--- src/rtl/pwr_cfg.svh ---
// constants for the power-on and brownout control block
`ifndef PWR_CFG_SVH
`define PWR_CFG_SVH
`define ADDR_W         8
`define DATA_W         8
`define CTRL_OFS       8'h00
`define STAT_OFS       8'h01
`define CTRL_PWR_BIT   7
`define CTRL_SEL_BIT   3
`define CTRL_RSTEN_BIT 2
`define CTRL_FIE_BIT   1
`define CTRL_RIE_BIT   0
`define STAT_FALL_BIT  1
`define STAT_RISE_BIT  0
`define CTRL_RSVD      8'h70
`define STAT_RSVD      8'hfc
`define CLK_PERIOD_NS  40
`define FILTER_NS      100
`define FILTER_CYCLES  ((`FILTER_NS + `CLK_PERIOD_NS - 1) / `CLK_PERIOD_NS)
`define FLT_W          4
`define DELAY_CYCLES   131072
`define DELAY_W        18
`endif

--- src/rtl/pwr_pkg.sv ---
// types for the power-on and brownout control block
`include "pwr_cfg.svh"
package pwr_pkg;
    // reset sequencing phases
    typedef enum logic [1:0] {ph_hold, ph_count, ph_run} phase_type;
    // detector control fields
    typedef struct packed {
        logic power_on;
        logic sel;
        logic reset_en;
        logic fall_ie;
        logic rise_ie;
    } ctrl_type;
    // supply level comparator outputs, high while supply is below the level
    typedef struct packed {
        logic below_reset;
        logic below_int_hi;
        logic below_int_lo;
    } cmp_type;
    // register port request
    typedef struct packed {
        logic              wr;
        logic              rd;
        logic [`ADDR_W-1:0] addr;
        logic [`DATA_W-1:0] wdata;
    } bus_type;
    // whole state of the block
    typedef struct packed {
        phase_type          phase;
        logic [`DELAY_W-1:0] delay_cnt;
        logic [`FLT_W-1:0]   flt_cnt;
        logic               pin_filt;
        cmp_type            s1;
        cmp_type            s2;
        logic               below_prev;
        ctrl_type           ctrl;
        logic               fall_flag;
        logic               rise_flag;
        logic               fall_arm;
        logic               rise_arm;
        logic [`DATA_W-1:0]  rdata;
        logic               int_n;
        logic               brn_n;
        logic               irq;
        logic               ovf;
        logic               in_reset;
    } state_type;
endpackage

--- src/rtl/power_on_and_brownout_control.sv ---
// power-on reset delay, clear pin filter and brownout detector control
// Notes on behaviour
// - clear pin low holds counter and chip
// - delay counter releases reset after 131072 cycles
// - clear pin glitches under 100 ns ignored
// - brownout functions start disabled after power-up
// - enabled brownout drives reset low, holds counter
// - brownout reset persists until delay completes
// - on recovery count 131072 cycles then release
// - trip level select picks interrupt trip level
// - supply fall: interrupt line low, fall flag set
// - fall with fall enable raises line zero request
// - supply rise returns interrupt line high
// - rise with rise enable sets flag and request
// - flags clear by writing 0 after reading 1
// - detector off means no reset, flags, interrupts
// - brownout reset acts only with enable set
//
// Local design decisions: the strobed register port and the register offsets.
`timescale 1ns/1ns
`default_nettype none
`include "pwr_cfg.svh"
module power_on_and_brownout_control #(
    parameter int DELAY_CYCLES = `DELAY_CYCLES   // power-up delay length
) (
    // clock and power-on reset
    input  wire logic                clk,
    input  wire logic                rst,
    // pins and analog comparators
    input  wire logic                external_clear_pin_n,
    input  wire pwr_pkg::cmp_type    cmp,
    // register port
    input  wire pwr_pkg::bus_type    bus,
    output logic [`DATA_W-1:0]       rdata,
    // reset and interrupt outputs
    output logic                     internal_reset,
    output logic                     delay_overflow_pulse,
    output logic                     brownout_reset_n,
    output logic                     brownout_interrupt_n,
    output logic                     external_interrupt_line_zero
);
    import pwr_pkg::*;

    // the counter must hold the delay and count at least two cycles
    if (DELAY_CYCLES < 2 || DELAY_CYCLES > (1 << `DELAY_W)) begin : g_chk
        $error("DELAY_CYCLES out of range for the delay counter");
    end

    // the filter counter must be wide enough to reach the last cycle of the window
    if (`FILTER_CYCLES < 1 || `FILTER_CYCLES > (1 << `FLT_W)) begin : g_flt_chk
        $error("filter window does not fit the filter counter");
    end

    localparam logic [`DELAY_W-1:0] DELAY_LAST = `DELAY_W'(DELAY_CYCLES - 1);
    localparam logic [`FLT_W-1:0]   FLT_LAST   = `FLT_W'(`FILTER_CYCLES - 1);

    state_type q;               // registered state
    state_type n;               // next state
    logic      brn_now;         // brownout reset condition, from registered state
    logic      below_i;         // supply below selected interrupt level
    logic      fall_ev;         // supply just fell below interrupt level
    logic      rise_ev;         // supply just rose above interrupt level
    logic      fall_clr;        // legal software clear of the fall flag
    logic      rise_clr;        // legal software clear of the rise flag
    logic      stat_wr;         // write to the status register
    logic      stat_rd;         // read of the status register

    // reads return reserved bits as ones
    function automatic logic [`DATA_W-1:0] read_mux(input state_type s,
                                                   input logic [`ADDR_W-1:0] a);
        logic [`DATA_W-1:0] v;
        v = '0;
        if (a == `CTRL_OFS) begin
            v = `CTRL_RSVD;
            v[`CTRL_PWR_BIT]   = s.ctrl.power_on;
            v[`CTRL_SEL_BIT]   = s.ctrl.sel;
            v[`CTRL_RSTEN_BIT] = s.ctrl.reset_en;
            v[`CTRL_FIE_BIT]   = s.ctrl.fall_ie;
            v[`CTRL_RIE_BIT]   = s.ctrl.rise_ie;
        end else if (a == `STAT_OFS) begin
            v = `STAT_RSVD;
            v[`STAT_FALL_BIT] = s.fall_flag;
            v[`STAT_RISE_BIT] = s.rise_flag;
        end
        return v;
    endfunction

    // level events decoded from registered state so every edge is seen once; bus strobes decoded straight from the port
    always_comb begin
        brn_now  = q.ctrl.power_on & q.ctrl.reset_en & q.s2.below_reset;
        below_i  = q.ctrl.power_on &
                   (q.ctrl.sel ? q.s2.below_int_lo : q.s2.below_int_hi);
        fall_ev  = below_i & ~q.below_prev;
        rise_ev  = q.ctrl.power_on & ~below_i & q.below_prev;
        stat_wr  = bus.wr & (bus.addr == `STAT_OFS);
        stat_rd  = bus.rd & (bus.addr == `STAT_OFS);
        fall_clr = stat_wr & ~bus.wdata[`STAT_FALL_BIT] & q.fall_arm;
        rise_clr = stat_wr & ~bus.wdata[`STAT_RISE_BIT] & q.rise_arm;
    end

    // next-state logic for the whole block
    always_comb begin
        n     = q;
        n.ovf = 1'b0;
        n.irq = 1'b0;
        // two-stage synchronisers; stage one feeds only stage two
        n.s1 = cmp;
        n.s2 = q.s1;
        // clear pin filter: a new level must persist for the whole window
        if (external_clear_pin_n != q.pin_filt) begin
            if (q.flt_cnt == FLT_LAST) begin
                n.pin_filt = external_clear_pin_n;
                n.flt_cnt  = '0;
            end else begin
                n.flt_cnt = q.flt_cnt + 1'b1;
            end
        end else begin
            n.flt_cnt = '0;
        end
        // delay counter; brownout keeps it in reset so reset cannot end early
        if (!q.pin_filt || brn_now) begin
            n.phase     = ph_hold;
            n.delay_cnt = '0;
        end else begin
            case (q.phase)
                ph_hold: begin
                    n.phase = ph_count;
                end
                ph_count: begin
                    if (q.delay_cnt == DELAY_LAST) begin
                        n.phase = ph_run;
                        n.ovf   = 1'b1;
                    end else begin
                        n.delay_cnt = q.delay_cnt + 1'b1;
                    end
                end
                default: begin
                    n.phase = ph_run;
                end
            endcase
        end
        n.in_reset = (n.phase != ph_run);
        n.brn_n    = ~brn_now;
        // register reads; a flag read as one arms its clear
        if (bus.rd) begin
            n.rdata = read_mux(q, bus.addr);
        end
        if (stat_rd) begin
            n.fall_arm = q.fall_flag;
            n.rise_arm = q.rise_flag;
        end
        // register writes
        if (bus.wr && bus.addr == `CTRL_OFS) begin
            n.ctrl.power_on = bus.wdata[`CTRL_PWR_BIT];
            n.ctrl.sel      = bus.wdata[`CTRL_SEL_BIT];
            n.ctrl.reset_en = bus.wdata[`CTRL_RSTEN_BIT];
            n.ctrl.fall_ie  = bus.wdata[`CTRL_FIE_BIT];
            n.ctrl.rise_ie  = bus.wdata[`CTRL_RIE_BIT];
        end else if (stat_wr) begin
            // writing one leaves a flag set; a clear needs a prior read of one, and any status write drops both arms
            if (fall_clr) begin
                n.fall_flag = 1'b0;
            end
            if (rise_clr) begin
                n.rise_flag = 1'b0;
            end
            n.fall_arm = 1'b0;
            n.rise_arm = 1'b0;
        end
        // level monitor; sets come after clears so a set wins
        n.below_prev = below_i;
        n.int_n      = ~below_i;
        if (fall_ev) begin
            n.fall_flag = 1'b1;
            n.irq       = q.ctrl.fall_ie;
        end
        if (rise_ev && q.ctrl.rise_ie) begin
            n.rise_flag = 1'b1;
            n.irq       = 1'b1;
        end
        // the clear pin resets the control register, both flags and their clear arms
        if (!q.pin_filt) begin
            n.ctrl      = '0;
            n.fall_flag = 1'b0;
            n.rise_flag = 1'b0;
            n.fall_arm  = 1'b0;
            n.rise_arm  = 1'b0;
        end
    end

    // state register; power-up leaves all functions in standby
    always_ff @(posedge clk) begin
        if (rst) begin
            q            <= '0;
            q.phase      <= ph_hold;
            q.int_n      <= 1'b1;
            q.brn_n      <= 1'b1;
            q.in_reset   <= 1'b1;
        end else begin
            q <= n;
        end
    end

    // outputs straight from the state register
    assign rdata                        = q.rdata;
    assign internal_reset               = q.in_reset;
    assign delay_overflow_pulse         = q.ovf;
    assign brownout_reset_n             = q.brn_n;
    assign brownout_interrupt_n         = q.int_n;
    assign external_interrupt_line_zero = q.irq;
endmodule
`default_nettype wire

--- config.mk ---
export PLATFORM = sky130hd
export DESIGN_NAME = power_on_and_brownout_control
export DESIGN_NICKNAME = d
export VERILOG_FILES = /design/src/rtl/pwr_pkg.sv /design/src/rtl/power_on_and_brownout_control.sv
export VERILOG_INCLUDE_DIRS = /design/src /design/src/rtl
export SDC_FILE = /design/constraint.sdc
export NUM_CORES = 1
export LEC_CHECK = 0
export ABC_AREA = 1
export BUFFER_PORTS_ARGS = -buffer_cell sky130_fd_sc_hd__buf_2
export CAP_MARGIN = 40
export CELL_PAD_IN_SITES_DETAIL_PLACEMENT = 0
export CELL_PAD_IN_SITES_GLOBAL_PLACEMENT = 2
export CORE_ASPECT_RATIO = 1.4
export CORE_MARGIN = 4
export CORE_UTILIZATION = 34
export CTS_BUF_LIST = sky130_fd_sc_hd__clkbuf_16
export CTS_CLUSTER_DIAMETER = 50
export CTS_CLUSTER_SIZE = 20
export DETAILED_ROUTE_END_ITERATION = 12
export PLACE_DENSITY_LB_ADDON = 0.1
export SETUP_SLACK_MARGIN = 0.3
export SYNTH_ARGS = -nofsm -noshare
export SYNTH_HDL_FRONTEND = slang
export SYNTH_SLANG_ARGS = --single-unit
--- constraint.sdc ---
create_clock -name clk -period 3.9 [get_ports clk]
set_input_delay 0.585 -clock clk [delete_from_list [all_inputs] [get_ports clk]]
set_output_delay 0.585 -clock clk [all_outputs]
set_load 0.02 [all_outputs]
==> impl_metrics.csv <==
group,metric,value,unit
outcome,status,"complete, no violations",
floorplanning,start_util,0.3545,
logic_synthesis,synth_top_family_by_area,"simple AND/OR/NAND/NOR gates",
cts,insertion_delay,0.29,ns
critical_path,crit_fanout,18,
critical_path,endpoint_kind,"register",
cts,cts_made_buffers,5,
routing,vias_per_cell,4.414,
cts,cts_tree,"done",
floorplanning,die_h,109.3,µm
sta,hold_violations,0,
cts,cts_resized,0,
sta,hold_ws,0.4020,ns
cts,clk_pin_slew,0.07,ns
sta,setup_viol,0,
routing,vias,2079,
cts,htreeDepth,2,
routing,drc,0,
placed_design,numPlacedInstances,463,
cts,cts_buffer_depth,2,
logic_synthesis,synth-xor-area-share,0.04922,
sta,relSlewSlack,0.6344,
global_route,grt_pass1_wl,9418,µm
logic_synthesis,ys_seq_area_frac,0.4179,
routing,wl,5477,µm
run,drv_cap,0,
global_route,grt_max_degree,19,
placed_design,port_buffers,33,
sta,fin_skew,0.004327,ns
logic_synthesis,syn_inst,346,
sta,fin_ws,2.119,ns
sta,maxSlewViolCount,0,
cells_and_area,drive_above_1_share,0.1729,
sta,max_freq,0.5616,GHz
cells_and_area,fin_util,0.4037,
placed_design,place.gp.congestion,0.7340,
logic_synthesis,synth_fp_nets,373,
cts,clock-sinks,52,
sta,tns,0,ns
global_route,grt_usage,0.1392,
sta,finalCriticalPeriod,1.781,ns
sta,post-route-period-util,0.4566,
floorplanning,rows,36,
logic_synthesis,synth-simple-area-share,0.3019,
sta,rsz0062_at_grt,"false",
logic_synthesis,muxShareOfSynthArea,0,
routing,drt_pass1_iterations,4,
floorplanning,dieArea,8780,µm²
cts,cts_hold_buf,0,
logic_synthesis,yosysTopAreaCell,"dfxtp_1",
logic_synthesis,synth_compound_area_frac,0.1020,
routing,ant_nets,0,
power_and_ir_drop,power.leakage,1.203,nW
cells_and_area,final_cell_mix,"85 x nand2_1, 54 x nor2_1, 52 x dfxtp_1, 48 x inv_1, 33 x buf_2",
logic_synthesis,syn_area_per_cell,7.200,µm²
routing,first_iter_violations,74,
critical_path,start_kind,"register",
placed_design,placed_cell_area,2694,µm²
placed_design,place.detailed.hpwl,4153,µm
placed_design,dp_slack,1.850,ns
cells_and_area,layout_commonest_cell,"nand2_1",
critical_path,critPathKind,"register to register",
power_and_ir_drop,finalPower,1.014,mW
logic_synthesis,synth_area_leaders,"dfxtp_1 42%, nand2_1 13%, nor2_1 8.1%",
cells_and_area,stdcell_count,471,
logic_synthesis,synth_area,2491,µm²
hold_path,hold_path_class,"register to register",
cells_and_area,areaGrowthSynthToFinish,13.86,%
logic_synthesis,synth_top_area_frac,0.4179,
global_route,antenna_found_initial,0,
sta,tightest_slew,0.5472,ns
floorplanning,ios,37,
routing,avgRoutedWirePerCell,11.63,µm
floorplanning,fp.dieW,80.34,µm
cts,root_buffer,"clkbuf_16",
floorplanning,fp.coreArea,7027,µm²
logic_synthesis,synth_warnings,0,
logic_synthesis,synth_cell_types,29,
cells_and_area,nets,402,
critical_path,worstPathRequired,4.09,ns
cells_and_area,fill_cells,786,
cells_and_area,fin_area,2836,µm²
cells_and_area,diodes,0,
global_route,grt_pass1_vias,2042,
cts,post_cts_buffers,0,
logic_synthesis,synthAdderAreaFrac,0.01507,
power_and_ir_drop,ir_worst_vdd,0.0001709,V
logic_synthesis,yosys_register_bits,52,
global_route,grt_overflow_total,0,
critical_path,arrival,1.97,ns
power_and_ir_drop,powerDensity,357.6,nW/µm²
## synth_stat cells (all sizes together)
| master | instances |
|---|---|
| inv | 49 |
| or2 | 2 |
| nor3 | 2 |
| nor2 | 59 |
| nand4 | 4 |
| nand3b | 1 |
| clkinv | 1 |
| o21ai | 14 |
| nand2 | 89 |
| dfxtp | 52 |
| a21oi | 27 |
| buf | 11 |
| nand3 | 17 |
| ha | 3 |
| xnor2 | 5 |
| clkbuf | 1 |
| xor2 | 9 |
## registers in the layout, summed over array words and instances (netlist names)
signal and cells:
brownout_reset_n 1, n 3, q 38, external_interrupt_line_zero 1, delay_overflow_pulse 1, rdata 6, internal_reset 1, brownout_interrupt_n 1
## cell type report
| cell class | count | area, µm² | share of cell area |
|---|---|---|---|
| clock buffers | 5 | 125.1 | 0.04411 |
| clock inverters | 3 | 17.52 | 0.006176 |
| inverters | 50 | 187.7 | 0.06617 |
| multi-input cells | 232 | 1166 | 0.4111 |
| flip-flops and latches | 52 | 1041 | 0.3670 |
| well taps | 95 | 118.9 | 0.04191 |
| repair buffers | 34 | 180.2 | 0.06352 |
## worst paths after layout
kind / from / end / slack [ns] / cells after the start
max: q[34] / q[53] / 2.12 / 9
min: n[23] / q[23] / 0.40 / 2
max reg2reg: q[34] / q[53] / 2.12 / 9
min reg2reg: n[23] / q[23] / 0.40 / 2
## power breakdown
group	leakage [nW]	switching, mW	total (mW)	internal, mW
Sequential	0.420	0.00309	0.539	0.536
Combinational	0.711	0.0232	0.0382	0.0149
Clock	0.0716	0.200	0.437	0.237
Total	1.20	0.226	1.01	0.788
## per-layer routing
layer	routed length, µm	vias up	track usage
met4	87	0	0.04710
met3	116	7	0.02479
met1	2340	931	0.1534
met2	2933	22	0.2630
met5	0	-	0
li1	-	1119	-
## kinds of logic after synthesis
| family | Yosys count |
|---|---|
| simple gates | 174 |
| flops | 52 |
| xor+xnor | 14 |
| fa+ha+maj | 3 |
| buf+inv | 62 |
| compound gates | 41 |
## worst max-delay path: stages, from the launching register on
cell and delay, ns:
dfxtp_1 0.36, ha_1 0.25, nand2_2 0.09, nor2_2 0.04
nand2_2 0.15, nor2_8 0.07, a21oi_4 0.48, nor2_1 0.11
nand2_1 0.09, inv_1 0.04
(Power assumes the default switching activity.)
